==> src/design/psmw_pkg.sv <==
// Shared constants and carrier types for the PHY status and MMD window block
package psmw_pkg;

  localparam int unsigned ADDR_W = 12;
  localparam int unsigned DATA_W = 32;
  localparam int unsigned REG_W = 16;
  localparam int unsigned CNT_W = 8;
  localparam int unsigned IRQ_W = 3;

  // Printed offsets are register indices; byte address is four times this
  localparam logic [5:0] IDX_GIG_STATUS = 6'h0a;
  localparam logic [5:0] IDX_C45_CTRL = 6'h0d;
  localparam logic [5:0] IDX_C45_ADDR_DATA = 6'h0e;
  localparam logic [5:0] IDX_GIG_CAP = 6'h0f;
  localparam logic [5:0] IDX_FE_EXT = 6'h10;
  localparam logic [5:0] IDX_GIG_EXT = 6'h11;
  localparam logic [5:0] IDX_IRQ_STATUS = 6'h18;
  localparam logic [5:0] IDX_IRQ_MASK = 6'h19;

  localparam logic [1:0] FUNC_ADDR = 2'h0;
  localparam logic [1:0] FUNC_DATA = 2'h1;
  localparam logic [1:0] FUNC_INC_RW = 2'h2;
  localparam logic [1:0] FUNC_INC_WR = 2'h3;

  localparam logic [1:0] RESP_OKAY = 2'h0;
  localparam logic [1:0] RESP_SLVERR = 2'h2;

  localparam logic CAP_FDX = 1'b1;
  localparam logic CAP_HDX = 1'b1;
  localparam logic RESOL_RESET = 1'b1;
  localparam logic [CNT_W-1:0] CNT_MAX = 8'hff;

  // Interrupt status bit positions
  localparam int unsigned IRQ_FAULT = 0;
  localparam int unsigned IRQ_FE = 1;
  localparam int unsigned IRQ_GIG = 2;

  // Self-clearing flag counts, the widths of the fast and gigabit flag vectors
  localparam int unsigned FE_FLAGS = 6;
  localparam int unsigned GIG_FLAGS = 7;

  typedef struct packed {
    logic ms_fault;
    logic ms_master;
    logic lrx_ok;
    logic rrx_ok;
    logic lp_fdx;
    logic lp_hdx;
    logic idle_err;
    logic carr_err;
    logic legacy_lp;
    logic mdix_err;
  } psmw_gig_in_t;

  typedef struct packed {
    logic desc_lock;
    logic lock_err;
    logic disc;
    logic link;
    logic rx_err;
    logic tx_err;
    logic ssd_err;
    logic esd_err;
  } psmw_link_in_t;

  // Register word layouts; field positions follow from the packing
  typedef struct packed {
    logic fault;
    logic resol;
    logic lrx;
    logic rrx;
    logic lp_fdx;
    logic lp_hdx;
    logic [1:0] rsvd;
    logic [CNT_W-1:0] idle_cnt;
  } psmw_gig_word_t;

  typedef struct packed {
    logic [1:0] func;
    logic [8:0] rsvd;
    logic [4:0] dev;
  } psmw_ctrl_word_t;

  typedef struct packed {
    logic [1:0] rsvd_hi;
    logic fdx;
    logic hdx;
    logic [11:0] rsvd_lo;
  } psmw_cap_word_t;

  typedef struct packed {
    logic desc;
    logic lock_err;
    logic disc;
    logic link;
    logic rx_err;
    logic tx_err;
    logic ssd_err;
    logic esd_err;
    logic carr_err;
    logic legacy_lp;
    logic mdix_err;
    logic [4:0] rsvd;
  } psmw_ext_word_t;

  typedef struct packed {
    logic wr;
    logic [4:0] dev;
    logic [REG_W-1:0] addr;
    logic [REG_W-1:0] wdata;
  } psmw_c45_wr_t;

endpackage

==> src/design/psmw_flag_bank.sv <==
// Bank of self-clearing event flags, cleared by a read strobe
`timescale 1ns/1ps
`default_nettype none

module psmw_flag_bank #(
  parameter int unsigned W = 6
) (
  input wire logic i_sys_clk, // System clock
  input wire logic i_reset, // Synchronous reset, active high
  input wire logic [W-1:0] i_event, // Event pulses, one per flag
  input wire logic i_clear, // Read strobe of the holding register
  output logic [W-1:0] o_flags // Flag levels
);

  logic [W-1:0] flags_ff;

  // An event in the clearing cycle survives the read
  for (genvar g = 0; g < W; g++) begin : g_flag
    always_ff @(posedge i_sys_clk) begin
      if (i_reset) begin
        flags_ff[g] <= 1'b0;
      end else if (i_event[g]) begin
        flags_ff[g] <= 1'b1;
      end else if (i_clear) begin
        flags_ff[g] <= 1'b0;
      end
    end
  end

  assign o_flags = flags_ff;

endmodule // psmw_flag_bank

`default_nettype wire

==> src/design/psmw_regs.sv <==
// PHY gigabit status, extension status and clause 45 window over AXI4-Lite
// Summary of operation
// - Configuration fault latches high until read
// - Resolution bit: 1 master, 0 slave, default 1
// - Local and remote receiver OK bits, reset 0
// - Link partner gigabit duplex capabilities, read-only
// - Function 00 address, 01 data without increment
// - Code 10 increments on read/write; 11 write only
// - Function 00 write loads the held address
// - Data codes forward writes and return reads
// - Own gigabit duplex capabilities fixed at one
// - Fast descrambler lock and link live bits
// - Fast error flags clear after read
// - Delimiter error flags self-clear, both speeds
// - Gigabit descrambler lock and link live bits
// - Gigabit error flags clear after read
// - Carrier extension error flag self-clears
// - Legacy non-compliant partner status bit
// - MDI crossover error status bit
//
// Our own choice: the AXI4-Lite slave port.
`timescale 1ns/1ps
`default_nettype none

module psmw_regs (
  input wire logic i_sys_clk, // System clock, 100 MHz
  input wire logic i_reset, // Synchronous reset, active high
  input wire logic [psmw_pkg::ADDR_W-1:0] i_awaddr, // AXI write address
  input wire logic i_awvalid, // AXI write address valid
  output logic o_awready, // AXI write address ready
  input wire logic [psmw_pkg::DATA_W-1:0] i_wdata, // AXI write data
  input wire logic [3:0] i_wstrb, // AXI write byte strobes
  input wire logic i_wvalid, // AXI write data valid
  output logic o_wready, // AXI write data ready
  output logic [1:0] o_bresp, // AXI write response
  output logic o_bvalid, // AXI write response valid
  input wire logic i_bready, // AXI write response ready
  input wire logic [psmw_pkg::ADDR_W-1:0] i_araddr, // AXI read address
  input wire logic i_arvalid, // AXI read address valid
  output logic o_arready, // AXI read address ready
  output logic [psmw_pkg::DATA_W-1:0] o_rdata, // AXI read data
  output logic [1:0] o_rresp, // AXI read response
  output logic o_rvalid, // AXI read data valid
  input wire logic i_rready, // AXI read data ready
  input wire psmw_pkg::psmw_gig_in_t i_gig, // Gigabit PHY status/events
  input wire psmw_pkg::psmw_link_in_t i_fe_link, // 100BASE-TX status/events
  input wire psmw_pkg::psmw_link_in_t i_gig_link, // gigabit_link_status/events
  output psmw_pkg::psmw_c45_wr_t o_c45_wr, // Clause 45 write strobe
  output logic o_c45_rd, // Clause 45 read strobe
  output logic [4:0] o_c45_dev, // Selected clause 45 device
  output logic [psmw_pkg::REG_W-1:0] o_c45_raddr, // Clause 45 read address
  input wire logic [psmw_pkg::REG_W-1:0] i_c45_rdata, // Clause 45 read data
  output logic o_irq // Interrupt, active high level
);

  function automatic logic hit(input logic [psmw_pkg::ADDR_W-1:0] addr,
                               input logic [5:0] idx);
    hit = (addr == {4'h0, idx, 2'h0});
  endfunction

  function automatic logic [psmw_pkg::REG_W-1:0] merge(
      input logic [psmw_pkg::REG_W-1:0] old,
      input logic [psmw_pkg::REG_W-1:0] val,
      input logic [1:0] strb);
    merge = {strb[1] ? val[15:8] : old[15:8], strb[0] ? val[7:0] : old[7:0]};
  endfunction

  // Bus state
  logic aw_held_ff;
  logic w_held_ff;
  logic [psmw_pkg::ADDR_W-1:0] awaddr_ff;
  logic [psmw_pkg::REG_W-1:0] wdata_ff;
  logic [1:0] wstrb_ff;
  logic bvalid_ff;
  logic [1:0] bresp_ff;
  logic rvalid_ff;
  logic [1:0] rresp_ff;
  logic [psmw_pkg::DATA_W-1:0] rdata_ff;

  // Register state
  psmw_pkg::psmw_ctrl_word_t ctrl_ff;
  logic [psmw_pkg::REG_W-1:0] c45_addr_ff;
  psmw_pkg::psmw_c45_wr_t c45_wr_ff;
  logic fault_ff;
  logic resol_ff;
  logic lrx_ff;
  logic rrx_ff;
  logic lp_fdx_ff;
  logic lp_hdx_ff;
  logic [psmw_pkg::CNT_W-1:0] idle_cnt_ff;
  psmw_pkg::psmw_link_in_t fe_live_ff;
  psmw_pkg::psmw_link_in_t gig_live_ff;
  logic legacy_ff;
  logic mdix_ff;
  logic [psmw_pkg::IRQ_W-1:0] irq_stat_ff;
  logic [psmw_pkg::IRQ_W-1:0] irq_mask_ff;

  logic do_write;
  logic rd_fire;
  logic wr_data_mode;
  logic rd_data_mode;
  logic rd_gig;
  logic rd_fe;
  logic rd_gext;
  logic rd_irq;
  logic [psmw_pkg::FE_FLAGS-1:0] fe_evt;
  logic [psmw_pkg::FE_FLAGS-1:0] fe_flags;
  logic [psmw_pkg::GIG_FLAGS-1:0] gig_evt;
  logic [psmw_pkg::GIG_FLAGS-1:0] gig_flags;
  logic [psmw_pkg::IRQ_W-1:0] irq_evt;
  logic [psmw_pkg::REG_W-1:0] nxt_rword;
  psmw_pkg::psmw_gig_word_t gig_word;
  psmw_pkg::psmw_cap_word_t cap_word;
  psmw_pkg::psmw_ext_word_t fe_word;
  psmw_pkg::psmw_ext_word_t gext_word;

  // Write channel: address and data accepted in either order
  assign o_awready = !aw_held_ff && !bvalid_ff;
  assign o_wready = !w_held_ff && !bvalid_ff;
  assign do_write = aw_held_ff && w_held_ff && !bvalid_ff;
  assign o_bvalid = bvalid_ff;
  assign o_bresp = bresp_ff;

  always_ff @(posedge i_sys_clk) begin
    if (i_reset) begin
      aw_held_ff <= 1'b0;
      w_held_ff <= 1'b0;
      awaddr_ff <= '0;
      wdata_ff <= '0;
      wstrb_ff <= '0;
      bvalid_ff <= 1'b0;
      bresp_ff <= psmw_pkg::RESP_OKAY;
    end else begin
      if (i_awvalid && o_awready) begin
        aw_held_ff <= 1'b1;
        awaddr_ff <= i_awaddr;
      end
      if (i_wvalid && o_wready) begin
        w_held_ff <= 1'b1;
        wdata_ff <= i_wdata[psmw_pkg::REG_W-1:0];
        wstrb_ff <= i_wstrb[1:0];
      end
      if (do_write) begin
        aw_held_ff <= 1'b0;
        w_held_ff <= 1'b0;
        bvalid_ff <= 1'b1;
        bresp_ff <= (hit(awaddr_ff, psmw_pkg::IDX_C45_CTRL) ||
                     hit(awaddr_ff, psmw_pkg::IDX_C45_ADDR_DATA) ||
                     hit(awaddr_ff, psmw_pkg::IDX_IRQ_MASK) ||
                     hit(awaddr_ff, psmw_pkg::IDX_GIG_STATUS) ||
                     hit(awaddr_ff, psmw_pkg::IDX_GIG_CAP) ||
                     hit(awaddr_ff, psmw_pkg::IDX_FE_EXT) ||
                     hit(awaddr_ff, psmw_pkg::IDX_GIG_EXT) ||
                     hit(awaddr_ff, psmw_pkg::IDX_IRQ_STATUS)) ?
                    psmw_pkg::RESP_OKAY : psmw_pkg::RESP_SLVERR;
      end else if (bvalid_ff && i_bready) begin
        bvalid_ff <= 1'b0;
      end
    end
  end

  // Read channel: one read at a time, data registered at acceptance
  assign o_arready = !rvalid_ff;
  assign rd_fire = i_arvalid && o_arready;
  assign o_rvalid = rvalid_ff;
  assign o_rdata = rdata_ff;
  assign o_rresp = rresp_ff;

  assign rd_gig = rd_fire && hit(i_araddr, psmw_pkg::IDX_GIG_STATUS);
  assign rd_fe = rd_fire && hit(i_araddr, psmw_pkg::IDX_FE_EXT);
  assign rd_gext = rd_fire && hit(i_araddr, psmw_pkg::IDX_GIG_EXT);
  assign rd_irq = rd_fire && hit(i_araddr, psmw_pkg::IDX_IRQ_STATUS);

  // Window mode decode
  assign wr_data_mode = do_write &&
      hit(awaddr_ff, psmw_pkg::IDX_C45_ADDR_DATA) &&
      (ctrl_ff.func != psmw_pkg::FUNC_ADDR);
  assign rd_data_mode = rd_fire &&
      hit(i_araddr, psmw_pkg::IDX_C45_ADDR_DATA) &&
      (ctrl_ff.func != psmw_pkg::FUNC_ADDR);

  // Read strobe is combinational so the target answers in the same cycle
  assign o_c45_rd = rd_data_mode;
  assign o_c45_raddr = c45_addr_ff;
  assign o_c45_dev = ctrl_ff.dev;
  assign o_c45_wr = c45_wr_ff;

  // Read word assembly
  always_comb begin
    gig_word = '0;
    gig_word.fault = fault_ff || i_gig.ms_fault;
    gig_word.resol = resol_ff;
    gig_word.lrx = lrx_ff;
    gig_word.rrx = rrx_ff;
    gig_word.lp_fdx = lp_fdx_ff;
    gig_word.lp_hdx = lp_hdx_ff;
    gig_word.idle_cnt = idle_cnt_ff;
    cap_word = '0;
    cap_word.fdx = psmw_pkg::CAP_FDX;
    cap_word.hdx = psmw_pkg::CAP_HDX;
    fe_word = '0;
    fe_word.desc = fe_live_ff.desc_lock;
    fe_word.link = fe_live_ff.link;
    {fe_word.lock_err, fe_word.disc, fe_word.rx_err, fe_word.tx_err,
     fe_word.ssd_err, fe_word.esd_err} = fe_flags;
    gext_word = '0;
    gext_word.desc = gig_live_ff.desc_lock;
    gext_word.link = gig_live_ff.link;
    {gext_word.lock_err, gext_word.disc, gext_word.rx_err,
     gext_word.tx_err, gext_word.ssd_err, gext_word.esd_err,
     gext_word.carr_err} = gig_flags;
    gext_word.legacy_lp = legacy_ff;
    gext_word.mdix_err = mdix_ff;
  end

  always_comb begin
    nxt_rword = '0;
    if (hit(i_araddr, psmw_pkg::IDX_GIG_STATUS)) begin
      nxt_rword = gig_word;
    end else if (hit(i_araddr, psmw_pkg::IDX_C45_CTRL)) begin
      nxt_rword = ctrl_ff;
    end else if (hit(i_araddr, psmw_pkg::IDX_C45_ADDR_DATA)) begin
      nxt_rword = (ctrl_ff.func == psmw_pkg::FUNC_ADDR) ?
                  c45_addr_ff : i_c45_rdata;
    end else if (hit(i_araddr, psmw_pkg::IDX_GIG_CAP)) begin
      nxt_rword = cap_word;
    end else if (hit(i_araddr, psmw_pkg::IDX_FE_EXT)) begin
      nxt_rword = fe_word;
    end else if (hit(i_araddr, psmw_pkg::IDX_GIG_EXT)) begin
      nxt_rword = gext_word;
    end else if (hit(i_araddr, psmw_pkg::IDX_IRQ_STATUS)) begin
      nxt_rword = {13'h0, irq_stat_ff};
    end else if (hit(i_araddr, psmw_pkg::IDX_IRQ_MASK)) begin
      nxt_rword = {13'h0, irq_mask_ff};
    end
  end

  always_ff @(posedge i_sys_clk) begin
    if (i_reset) begin
      rvalid_ff <= 1'b0;
      rdata_ff <= '0;
      rresp_ff <= psmw_pkg::RESP_OKAY;
    end else if (rd_fire) begin
      rvalid_ff <= 1'b1;
      rdata_ff <= {16'h0, nxt_rword};
      rresp_ff <= (hit(i_araddr, psmw_pkg::IDX_GIG_STATUS) ||
                   hit(i_araddr, psmw_pkg::IDX_C45_CTRL) ||
                   hit(i_araddr, psmw_pkg::IDX_C45_ADDR_DATA) ||
                   hit(i_araddr, psmw_pkg::IDX_GIG_CAP) ||
                   hit(i_araddr, psmw_pkg::IDX_FE_EXT) ||
                   hit(i_araddr, psmw_pkg::IDX_GIG_EXT) ||
                   hit(i_araddr, psmw_pkg::IDX_IRQ_STATUS) ||
                   hit(i_araddr, psmw_pkg::IDX_IRQ_MASK)) ?
                  psmw_pkg::RESP_OKAY : psmw_pkg::RESP_SLVERR;
    end else if (rvalid_ff && i_rready) begin
      rvalid_ff <= 1'b0;
    end
  end

  // Clause 45 window control and held address
  always_ff @(posedge i_sys_clk) begin
    if (i_reset) begin
      ctrl_ff <= '0;
    end else if (do_write && hit(awaddr_ff, psmw_pkg::IDX_C45_CTRL)) begin
      ctrl_ff <= merge(ctrl_ff, wdata_ff, wstrb_ff);
    end
  end

  always_ff @(posedge i_sys_clk) begin
    if (i_reset) begin
      c45_addr_ff <= '0;
    end else if (do_write && hit(awaddr_ff, psmw_pkg::IDX_C45_ADDR_DATA) &&
                 ctrl_ff.func == psmw_pkg::FUNC_ADDR) begin
      c45_addr_ff <= merge(c45_addr_ff, wdata_ff, wstrb_ff);
    end else if (wr_data_mode && (ctrl_ff.func == psmw_pkg::FUNC_INC_RW ||
                 ctrl_ff.func == psmw_pkg::FUNC_INC_WR)) begin
      c45_addr_ff <= c45_addr_ff + 16'h1;
    end else if (rd_data_mode && ctrl_ff.func == psmw_pkg::FUNC_INC_RW) begin
      c45_addr_ff <= c45_addr_ff + 16'h1;
    end
  end

  // Write strobe carries the pre-increment address
  always_ff @(posedge i_sys_clk) begin
    if (i_reset) begin
      c45_wr_ff <= '0;
    end else begin
      c45_wr_ff.wr <= wr_data_mode;
      if (wr_data_mode) begin
        c45_wr_ff.dev <= ctrl_ff.dev;
        c45_wr_ff.addr <= c45_addr_ff;
        c45_wr_ff.wdata <= wdata_ff;
      end
    end
  end

  // Gigabit status: latched fault, live bits, idle error count
  always_ff @(posedge i_sys_clk) begin
    if (i_reset) begin
      fault_ff <= 1'b0;
    end else if (i_gig.ms_fault) begin
      fault_ff <= 1'b1;
    end else if (rd_gig) begin
      fault_ff <= 1'b0;
    end
  end

  always_ff @(posedge i_sys_clk) begin
    if (i_reset) begin
      resol_ff <= psmw_pkg::RESOL_RESET;
      lrx_ff <= 1'b0;
      rrx_ff <= 1'b0;
      lp_fdx_ff <= 1'b0;
      lp_hdx_ff <= 1'b0;
      fe_live_ff <= '0;
      gig_live_ff <= '0;
      legacy_ff <= 1'b0;
      mdix_ff <= 1'b0;
    end else begin
      resol_ff <= i_gig.ms_master;
      lrx_ff <= i_gig.lrx_ok;
      rrx_ff <= i_gig.rrx_ok;
      lp_fdx_ff <= i_gig.lp_fdx;
      lp_hdx_ff <= i_gig.lp_hdx;
      fe_live_ff <= i_fe_link;
      gig_live_ff <= i_gig_link;
      legacy_ff <= i_gig.legacy_lp;
      mdix_ff <= i_gig.mdix_err;
    end
  end

  // Saturating count; an error in the reading cycle starts the next count
  always_ff @(posedge i_sys_clk) begin
    if (i_reset) begin
      idle_cnt_ff <= '0;
    end else if (rd_gig) begin
      idle_cnt_ff <= {7'h0, i_gig.idle_err};
    end else if (i_gig.idle_err && idle_cnt_ff != psmw_pkg::CNT_MAX) begin
      idle_cnt_ff <= idle_cnt_ff + 8'h1;
    end
  end

  // Self-clearing extension flags
  assign fe_evt = {i_fe_link.lock_err, i_fe_link.disc, i_fe_link.rx_err,
                   i_fe_link.tx_err, i_fe_link.ssd_err, i_fe_link.esd_err};
  assign gig_evt = {i_gig_link.lock_err, i_gig_link.disc, i_gig_link.rx_err,
                    i_gig_link.tx_err, i_gig_link.ssd_err,
                    i_gig_link.esd_err, i_gig.carr_err};

  psmw_flag_bank #(
    .W(psmw_pkg::FE_FLAGS)
  ) u_fe_flags (
    .i_sys_clk(i_sys_clk),
    .i_reset(i_reset),
    .i_event(fe_evt),
    .i_clear(rd_fe),
    .o_flags(fe_flags)
  );

  psmw_flag_bank #(
    .W(psmw_pkg::GIG_FLAGS)
  ) u_gig_flags (
    .i_sys_clk(i_sys_clk),
    .i_reset(i_reset),
    .i_event(gig_evt),
    .i_clear(rd_gext),
    .o_flags(gig_flags)
  );

  // Interrupt status, cleared by its own read; set wins over clear
  assign irq_evt = {|gig_evt, |fe_evt, i_gig.ms_fault};

  always_ff @(posedge i_sys_clk) begin
    if (i_reset) begin
      irq_stat_ff <= '0;
    end else begin
      irq_stat_ff <= irq_evt | (rd_irq ? '0 : irq_stat_ff);
    end
  end

  always_ff @(posedge i_sys_clk) begin
    if (i_reset) begin
      irq_mask_ff <= '0;
    end else if (do_write && hit(awaddr_ff, psmw_pkg::IDX_IRQ_MASK) &&
                 wstrb_ff[0]) begin
      irq_mask_ff <= wdata_ff[psmw_pkg::IRQ_W-1:0];
    end
  end

  assign o_irq = |(irq_stat_ff & irq_mask_ff);

  // Checks
  a_fault_latch: assert property (@(posedge i_sys_clk) disable iff (i_reset)
    fault_ff && !rd_gig |=> fault_ff)
    else $error("fault bit dropped before it was read");
  a_fault_sets: assert property (@(posedge i_sys_clk) disable iff (i_reset)
    i_gig.ms_fault |=> gig_word.fault)
    else $error("fault event not latched");
  a_idle_clear: assert property (@(posedge i_sys_clk) disable iff (i_reset)
    rd_gig && !i_gig.idle_err |=> idle_cnt_ff == 8'h0)
    else $error("idle count not cleared by read");
  a_addr_load: assert property (@(posedge i_sys_clk) disable iff (i_reset)
    do_write && hit(awaddr_ff, psmw_pkg::IDX_C45_ADDR_DATA) &&
    ctrl_ff.func == psmw_pkg::FUNC_ADDR && wstrb_ff == 2'h3
    |=> c45_addr_ff == $past(wdata_ff))
    else $error("window address not loaded");
  a_inc_write: assert property (@(posedge i_sys_clk) disable iff (i_reset)
    wr_data_mode && ctrl_ff.func[1]
    |=> c45_addr_ff == $past(c45_addr_ff) + 16'h1)
    else $error("address not advanced after write");
  a_noinc_read: assert property (@(posedge i_sys_clk) disable iff (i_reset)
    rd_data_mode && ctrl_ff.func != psmw_pkg::FUNC_INC_RW && !do_write
    |=> $stable(c45_addr_ff))
    else $error("address moved on a read without increment");
  a_fwd_write: assert property (@(posedge i_sys_clk) disable iff (i_reset)
    wr_data_mode |=> o_c45_wr.wr && o_c45_wr.addr == $past(c45_addr_ff)
    ##1 !o_c45_wr.wr || $past(wr_data_mode))
    else $error("window write not forwarded once");
  a_fe_clear: assert property (@(posedge i_sys_clk) disable iff (i_reset)
    rd_fe && fe_evt == '0 |=> fe_flags == '0)
    else $error("fast flags not cleared by read");
  a_gig_clear: assert property (@(posedge i_sys_clk) disable iff (i_reset)
    rd_gext && gig_evt == '0 |=> gig_flags == '0)
    else $error("gigabit flags not cleared by read");
  a_bresp_hold: assert property (@(posedge i_sys_clk) disable iff (i_reset)
    o_bvalid && !i_bready |=> o_bvalid && $stable(o_bresp))
    else $error("write response withdrawn early");

  c_inc_rw: cover property (@(posedge i_sys_clk) disable iff (i_reset)
    rd_data_mode && ctrl_ff.func == psmw_pkg::FUNC_INC_RW);
  c_fault_read: cover property (@(posedge i_sys_clk) disable iff (i_reset)
    fault_ff ##1 rd_gig);
  c_irq: cover property (@(posedge i_sys_clk) disable iff (i_reset)
    $rose(o_irq));

endmodule // psmw_regs

`default_nettype wire

==> config.mk <==
export PLATFORM = sky130hd
export DESIGN_NAME = psmw_regs
export DESIGN_NICKNAME = d
export VERILOG_FILES = /design/src/design/psmw_pkg.sv /design/src/design/psmw_flag_bank.sv /design/src/design/psmw_regs.sv
export SDC_FILE = /design/constraint.sdc
export NUM_CORES = 1
export LEC_CHECK = 0
export ABC_CLOCK_PERIOD_IN_PS = 2200
export BUFFER_PORTS_ARGS = -buffer_cell sky130_fd_sc_hd__buf_2
export CORE_MARGIN = 4
export CORE_UTILIZATION = 54
export CTS_BUF_LIST = sky130_fd_sc_hd__clkbuf_4 sky130_fd_sc_hd__clkbuf_8
export CTS_CLUSTER_DIAMETER = 30
export DETAILED_ROUTE_END_ITERATION = 10
export PLACE_DENSITY = 0.91
export SLEW_MARGIN = 0
export SYNTH_ARGS = -nofsm -noshare
export SYNTH_HDL_FRONTEND = slang
export SYNTH_SLANG_ARGS = --single-unit
==> constraint.sdc <==
create_clock -name i_sys_clk -period 2.2 [get_ports i_sys_clk]
set_input_delay 0.22 -clock i_sys_clk [delete_from_list [all_inputs] [get_ports i_sys_clk]]
set_output_delay 0.22 -clock i_sys_clk [all_outputs]
set_load 0.02 [all_outputs]
# Word-level counts from Yosys, hierarchy flattened
# Cells that the tools add are included.
[word_totals]
regBits = 163
[classes]
addsub = 2
n_eq_ne = 21
mux = 40
n_bitwise = 2
n_reduce_logical = 73
[ops]
columns = ["op", "count"]
rows = [
  ["2-to-1 mux 16 bit", 10],
  ["equality test 12 x 6 -> 1 bit, second input constant", 8],
  ["equality test 12 x 7 -> 1 bit, second input constant", 8],
  ["nonzero test 2 bit", 18],
  ["logical AND 1 bit", 24],
  ["2-to-1 mux 1 bit", 23],
  ["adder 16 x 1 -> 16 bit, second input constant", 1],
  ["logical OR 1 bit", 16],
  ["2-to-1 mux 8 bit", 2],
  ["2-to-1 mux 3 bit", 3],
  ["adder 8 x 1 -> 8 bit, second input constant", 1],
  ["inequality test 8 bit, second input constant", 1],
  ["AND reduction 2 bit", 4],
  ["OR reduction 7 bit", 1],
  ["OR reduction 6 bit", 1],
  ["equality test 2 bit, second input constant", 2],
  ["logical NOT 1 bit", 4],
  ["2-to-1 mux 2 bit", 2],
  ["inequality test 2 bit, second input constant", 2],
  ["OR reduction 2 bit", 2],
  ["bitwise AND 3 bit", 1],
  ["bitwise OR 3 bit", 1],
  ["nonzero test 3 bit", 1],
  ["OR reduction 3 bit", 1],
  ["logical NOT 2 bit", 1],
]

# Logic depth before layout (Yosys ltp)
[depth]
depth_word = 9
mapped_depth = 8

# Modules after synthesis
# Synthesis repeated with hierarchy kept, for this count alone.
[unflattened]
cells_unflattened = 922
area_unflattened_um2 = 7400.8
[modules_own_cells]
columns = ["module", "n_inst", "cells_per_inst", "area_per_inst_um2"]
rows = [
  ["psmw_regs", 1, 870, 6945.4],
  ["psmw_flag_bank (u_gig_flags)", 1, 28, 245.2],
  ["psmw_flag_bank (u_fe_flags)", 1, 24, 210.2],
]

# Worst setup path after synthesis
# No wires, ideal clock.
[synth_path]
path_type = "input -> output"
from = "in i_araddr[9] (netlist name)"
to = "out o_c45_rd"
arrival_time_ns = 1.989
path_slack_ns = -0.009
stages = 4
path_cell_list = "or4_4 -> or4_4 -> buf_6 -> nor3_1"
[synth_via]
elab_chain_cells = 3
[synth_rtl]
columns = ["element", "line", "source"]
rows = [
  ["start: declaration", "psmw_regs.sv:38", "input wire logic [psmw_pkg::ADDR_W-1:0] i_araddr,"],
  ["equality test 12 x 6 -> 1 bit", "psmw_regs.sv:58", "hit = (addr == {4'h0, idx, 2'h0});"],
  ["logical AND 1 bit", "psmw_regs.sv:178", "assign rd_data_mode = rd_fire &&"],
  ["logical AND 1 bit", "psmw_regs.sv:179", "hit(i_araddr, psmw_pkg::IDX_C45_ADDR_DATA) &&"],
  ["end: declaration", "psmw_regs.sv:49", "output logic o_c45_rd,"],
]
# Every way passes these cells.

# Final worst setup path
# Ends and elaborated chain as after synthesis.

==> impl_metrics.prom <==
# TYPE chip_impl_metric gauge
chip_impl_info{name="outcome",value="finished, final reports clean"} 1
chip_impl_info{name="crit_path_cell_trace",value="buf_2 -> or4_4 -> or4_4 -> nor3_2 -> buf_2"} 1
chip_impl_metric{name="route.detailed.drc",unit=""} 0
chip_impl_info{name="worstSetupPathType",value="input port to output port"} 1
chip_impl_metric{name="die_area",unit="µm²"} 15700
chip_impl_metric{name="drt-vias-per-instance",unit=""} 5.90
chip_impl_metric{name="timing.final.crit_share",unit="%"} 95.4
chip_impl_metric{name="rr_worst_depth",unit=""} 6
chip_impl_metric{name="numPlacedInstances",unit=""} 1282
chip_impl_metric{name="synth.top_cell.area_share",unit="%"} 43.4
chip_impl_metric{name="cp_max_fo",unit=""} 5
chip_impl_metric{name="cts-buffers-inserted",unit=""} 17
chip_impl_metric{name="area_delta_synth_final",unit="%"} 30.7
chip_impl_metric{name="nFillCells",unit=""} 987
chip_impl_info{name="netlist_top_cells_area",value="sky130_fd_sc_hd__dfxtp_1 (43%), sky130_fd_sc_hd__nand2_1 (9.8%), sky130_fd_sc_hd__a21oi_1 (8.0%)"} 1
chip_impl_metric{name="globalRouteOverflowTotal",unit=""} 0
chip_impl_metric{name="floorplan.core_area",unit="µm²"} 13300
chip_impl_metric{name="floorplan.initialDensity",unit="%"} 55.6
chip_impl_metric{name="clkTransAtPathRegs",unit="ps"} 80
chip_impl_info{name="ys.flop_type",value="sky130_fd_sc_hd__dfxtp_1"} 1
chip_impl_metric{name="drt_iter0_markers",unit=""} 1061
chip_impl_metric{name="max_slew_margin",unit="%"} 52.2
chip_impl_metric{name="routabilityCongestion",unit=""} 0.991
chip_impl_metric{name="fin_total_pwr",unit="mW"} 6.19
chip_impl_metric{name="cts_buffer_depth",unit=""} 2
chip_impl_metric{name="postSynthCellCount",unit=""} 928
chip_impl_metric{name="antenna-diode-count",unit=""} 0
chip_impl_metric{name="core.rowCount",unit=""} 42
chip_impl_metric{name="power_density",unit="nW/µm²"} 638
chip_impl_metric{name="cp.depth",unit=""} 5
chip_impl_info{name="critical-path-slowest-cell",value="sky130_fd_sc_hd__or4_4"} 1
chip_impl_info{name="critPathLaunchType",value="input port"} 1
chip_impl_metric{name="cts_h_tree_lvls",unit=""} 4
chip_impl_metric{name="routed_wire_length_per_instance",unit="µm"} 19.4
chip_impl_metric{name="leakage",unit="nW"} 4.04
chip_impl_info{name="grt_setup_unrepaired",value="no"} 1
chip_impl_metric{name="critical_path.n_buffers_inverters",unit=""} 2
chip_impl_metric{name="finalCriticalPeriod",unit="ps"} 2100
chip_impl_metric{name="antenna_found_initial",unit=""} 0
chip_impl_metric{name="first_pass_grt_wire_length",unit="mm"} 41.2
chip_impl_metric{name="die_height",unit="µm"} 125
chip_impl_metric{name="routed_wirelength",unit="mm"} 26.5
chip_impl_metric{name="synth_seq_cells",unit=""} 161
chip_impl_metric{name="place.detailed.hpwl",unit="mm"} 18.8
chip_impl_info{name="root_buffer",value="sky130_fd_sc_hd__clkbuf_8"} 1
chip_impl_metric{name="setup_violations",unit=""} 0
chip_impl_metric{name="synth_enable_flop_cells",unit=""} 0
chip_impl_metric{name="synth.yosys.seq_area_share",unit="%"} 43.4
chip_impl_metric{name="transition_at_the_pin_with_the_smallest_max_transition_slack",unit="ps"} 716
chip_impl_metric{name="setup_slack",unit="ps"} 101
chip_impl_metric{name="place_area",unit="µm²"} 8690
chip_impl_metric{name="worst-endpoint-arrival",unit="ps"} 1880
chip_impl_metric{name="clock_sink_count",unit=""} 161
chip_impl_metric{name="finalMaxSlewViolations",unit=""} 0
chip_impl_metric{name="power.ir.vdd_worst",unit="mV"} 0.553
chip_impl_metric{name="nNetsFinal",unit=""} 1287
chip_impl_metric{name="maxClockFrequency",unit="MHz"} 476
chip_impl_metric{name="finalHoldViolCount",unit=""} 0
chip_impl_info{name="worstSetupEndpointType",value="output port"} 1
chip_impl_metric{name="clk-insertion-delay-late",unit="ps"} 480
chip_impl_metric{name="dr_total_vias",unit=""} 8055
chip_impl_metric{name="final_antenna_net_count",unit=""} 0
chip_impl_metric{name="grt_start_max_net_pins",unit=""} 68
chip_impl_metric{name="synthesis.area",unit="µm²"} 7420
chip_impl_metric{name="cap_viol_max_count",unit=""} 0
chip_impl_metric{name="postLayoutCellArea",unit="µm²"} 9700
chip_impl_info{name="cts_tree",value="done"} 1
chip_impl_info{name="netlist.top_cell.by_area",value="sky130_fd_sc_hd__dfxtp_1"} 1
chip_impl_metric{name="cp_slowest_stage_delay",unit="ps"} 590
chip_impl_metric{name="detailedPlace.worstSlack",unit="ps"} 86.7
chip_impl_metric{name="postSynth.asyncResetShare",unit="%"} 0
chip_impl_metric{name="synth_cell_type_count",unit=""} 64
chip_impl_metric{name="final-instance-count-excl-fill",unit=""} 1365
chip_impl_metric{name="finClkSkew",unit="ps"} 15.2
chip_impl_metric{name="drive_gt1_share",unit="%"} 24.8
chip_impl_metric{name="sum_neg_setup_slack",unit="ps"} 0
chip_impl_metric{name="fp.dieW",unit="µm"} 125
chip_impl_metric{name="gr-usage-all-layers",unit="%"} 32.9
chip_impl_metric{name="port_buffers",unit=""} 174
chip_impl_metric{name="drt_pre_antenna_iters",unit=""} 6
chip_impl_info{name="worstHoldPathType",value="input port to register"} 1
chip_impl_metric{name="top_ports",unit=""} 211
chip_impl_metric{name="first_global_vias",unit=""} 7721
chip_impl_info{name="critical_path_s_top_delay_family",value="simple AND/OR/NAND/NOR gates"} 1
chip_impl_metric{name="yosysWarningCount",unit=""} 0
chip_impl_metric{name="critPathRequiredTime",unit="ps"} 1980
chip_impl_metric{name="hold_path_depth",unit=""} 3
chip_impl_metric{name="synthesis.area_per_instance",unit="µm²"} 8.00
-- final timing paths --
check	slack, ps	startpoint	end
worst min-delay path	20	i_gig[2]	u_gig_flags.o_flags[0]
worst min register to register	450	o_c45_wr[31]	o_c45_wr[31]
worst max-delay path	100	i_araddr[9]	o_c45_rd
worst max register to register	220	awaddr_ff[4]	o_c45_raddr[9]
-- stage by stage --
step	utilization, %	hold slack [ps]
after floorplan	-	324
after global placement	65.1	407
after detailed placement	65.1	418
final	72.7	15.9
after global routing	72.7	9.78
after CTS	72.4	3.17
-- report_power, final --
group	leakage [nW]	total [mW]	internal [mW]	switching (mW)
combinational	2.50	0.604	0.252	0.351
sequential	1.31	3.09	3.00	0.0929
clock	0.233	2.49	1.37	1.13
-- synth_stat cells (all sizes together) (2+ instances only) --
| master | count |
|---|---|
| nor3 | 18 |
| dfxtp | 161 |
| mux2i | 38 |
| o2bb2ai | 2 |
| nand2b | 7 |
| mux2 | 2 |
| nand4 | 14 |
| nor4b | 2 |
| clkbuf | 41 |
| nor4 | 9 |
| nand3 | 28 |
| a21o | 4 |
| or3 | 2 |
| or4 | 5 |
| buf | 34 |
| a21oi | 120 |
| o31ai | 5 |
| a2bb2oi | 7 |
| ha | 2 |
| or2 | 6 |
| nor3b | 3 |
| and2 | 4 |
| a211oi | 13 |
| inv | 17 |
| nand2 | 193 |
| o311ai | 4 |
| a22oi | 5 |
| o21ai | 29 |
| nor2b | 17 |
| xnor2 | 6 |
| a221oi | 2 |
| nor2 | 69 |
| o32ai | 9 |
| and4 | 4 |
| and3 | 7 |
| a22o | 4 |
| and3b | 3 |
| a2111oi | 2 |
| o22ai | 9 |
| nor4bb | 3 |
| a31oi | 7 |
-- worst register-to-register path: cells and delay by family, from the launching register on --
kind,cells,cell delay (ps)
AO/OA/AOI/OAI,2,390
flip-flops,1,380
AND/OR/NAND/NOR,3,900
buffers and inverters,1,170
-- cells in the final DEF, fill, tap and decap left out, types with 5 or more instances in the layout --
| master | count |
|---|---|
| sky130_fd_sc_hd__xnor2_1 | 6 |
| sky130_fd_sc_hd__nor3_1 | 15 |
| sky130_fd_sc_hd__or2_2 | 5 |
| sky130_fd_sc_hd__a22oi_1 | 5 |
| sky130_fd_sc_hd__nand2_1 | 193 |
| sky130_fd_sc_hd__o21ai_0 | 25 |
| sky130_fd_sc_hd__a211oi_1 | 13 |
| sky130_fd_sc_hd__nor2_1 | 65 |
| sky130_fd_sc_hd__dlygate4sd3_1 | 50 |
| sky130_fd_sc_hd__and3_1 | 7 |
| sky130_fd_sc_hd__o32ai_1 | 9 |
| sky130_fd_sc_hd__o31ai_1 | 5 |
| sky130_fd_sc_hd__nand2b_1 | 7 |
| sky130_fd_sc_hd__nand3_1 | 27 |
| sky130_fd_sc_hd__conb_1 | 18 |
| sky130_fd_sc_hd__buf_4 | 62 |
| sky130_fd_sc_hd__a2bb2oi_1 | 7 |
| sky130_fd_sc_hd__a21oi_1 | 119 |
| sky130_fd_sc_hd__nand4_1 | 14 |
| sky130_fd_sc_hd__buf_2 | 173 |
| sky130_fd_sc_hd__a31oi_1 | 7 |
| sky130_fd_sc_hd__dfxtp_1 | 161 |
| sky130_fd_sc_hd__nor2b_1 | 17 |
| sky130_fd_sc_hd__inv_1 | 17 |
| sky130_fd_sc_hd__mux2i_1 | 38 |
| sky130_fd_sc_hd__clkbuf_8 | 21 |
| sky130_fd_sc_hd__o22ai_1 | 8 |
-- final cells by class --
class | count | area, µm² | share of cell area [%]
clock buffers | 21 | 289 | 2.98
clock inverters | 11 | 176 | 1.82
inverters | 17 | 63.8 | 0.658
multi-input cells | 692 | 3850 | 39.7
flip-flops and latches | 161 | 3220 | 33.2
well taps | 176 | 220 | 2.27
repair buffers | 287 | 1870 | 19.3
-- registers in the layout (all words and copies together) (netlist names), 3 cells and up --
name                 cells
irq_mask_ff              3
irq_stat_ff              3
u_fe_flags.o_flags       6
u_gig_flags.o_flags      7
o_c45_dev                5
ctrl_ff                 11
wdata_ff                16
o_c45_raddr             16
o_c45_wr                38
idle_cnt_ff              8
o_rdata                 16
awaddr_ff               12
-- routing by layer --
| layer | vias up | track usage [%] | wire (µm) |
|---|---|---|---|
| li1 | 3727 | - | - |
| met1 | 3758 | 42.9 | 10600 |
| met2 | 493 | 53.7 | 12500 |
| met3 | 77 | 7.08 | 2620 |
| met4 | 0 | 12.8 | 896 |
| met5 | - | 0 | 0 |
-- kinds of logic after synthesis --
family	synth area share (%)
compound gates	18.4
mux	5.43
flops	43.4
other cells	0.0505
buf+inv	6.02
xor+xnor	0.826
simple gates	25.5
fa+ha+maj	0.337
-- what timing repair did --
action | 4_1_cts | 5_1_grt
buffers inserted | 0 | 1
endpoints found under the setup margin | 0 | 7
hold buffers | 50 | 0
endpoints found under the hold margin | 51 | 0
gates resized for setup | 0 | 5
Note: power is estimated with default switching activity, not from simulation.
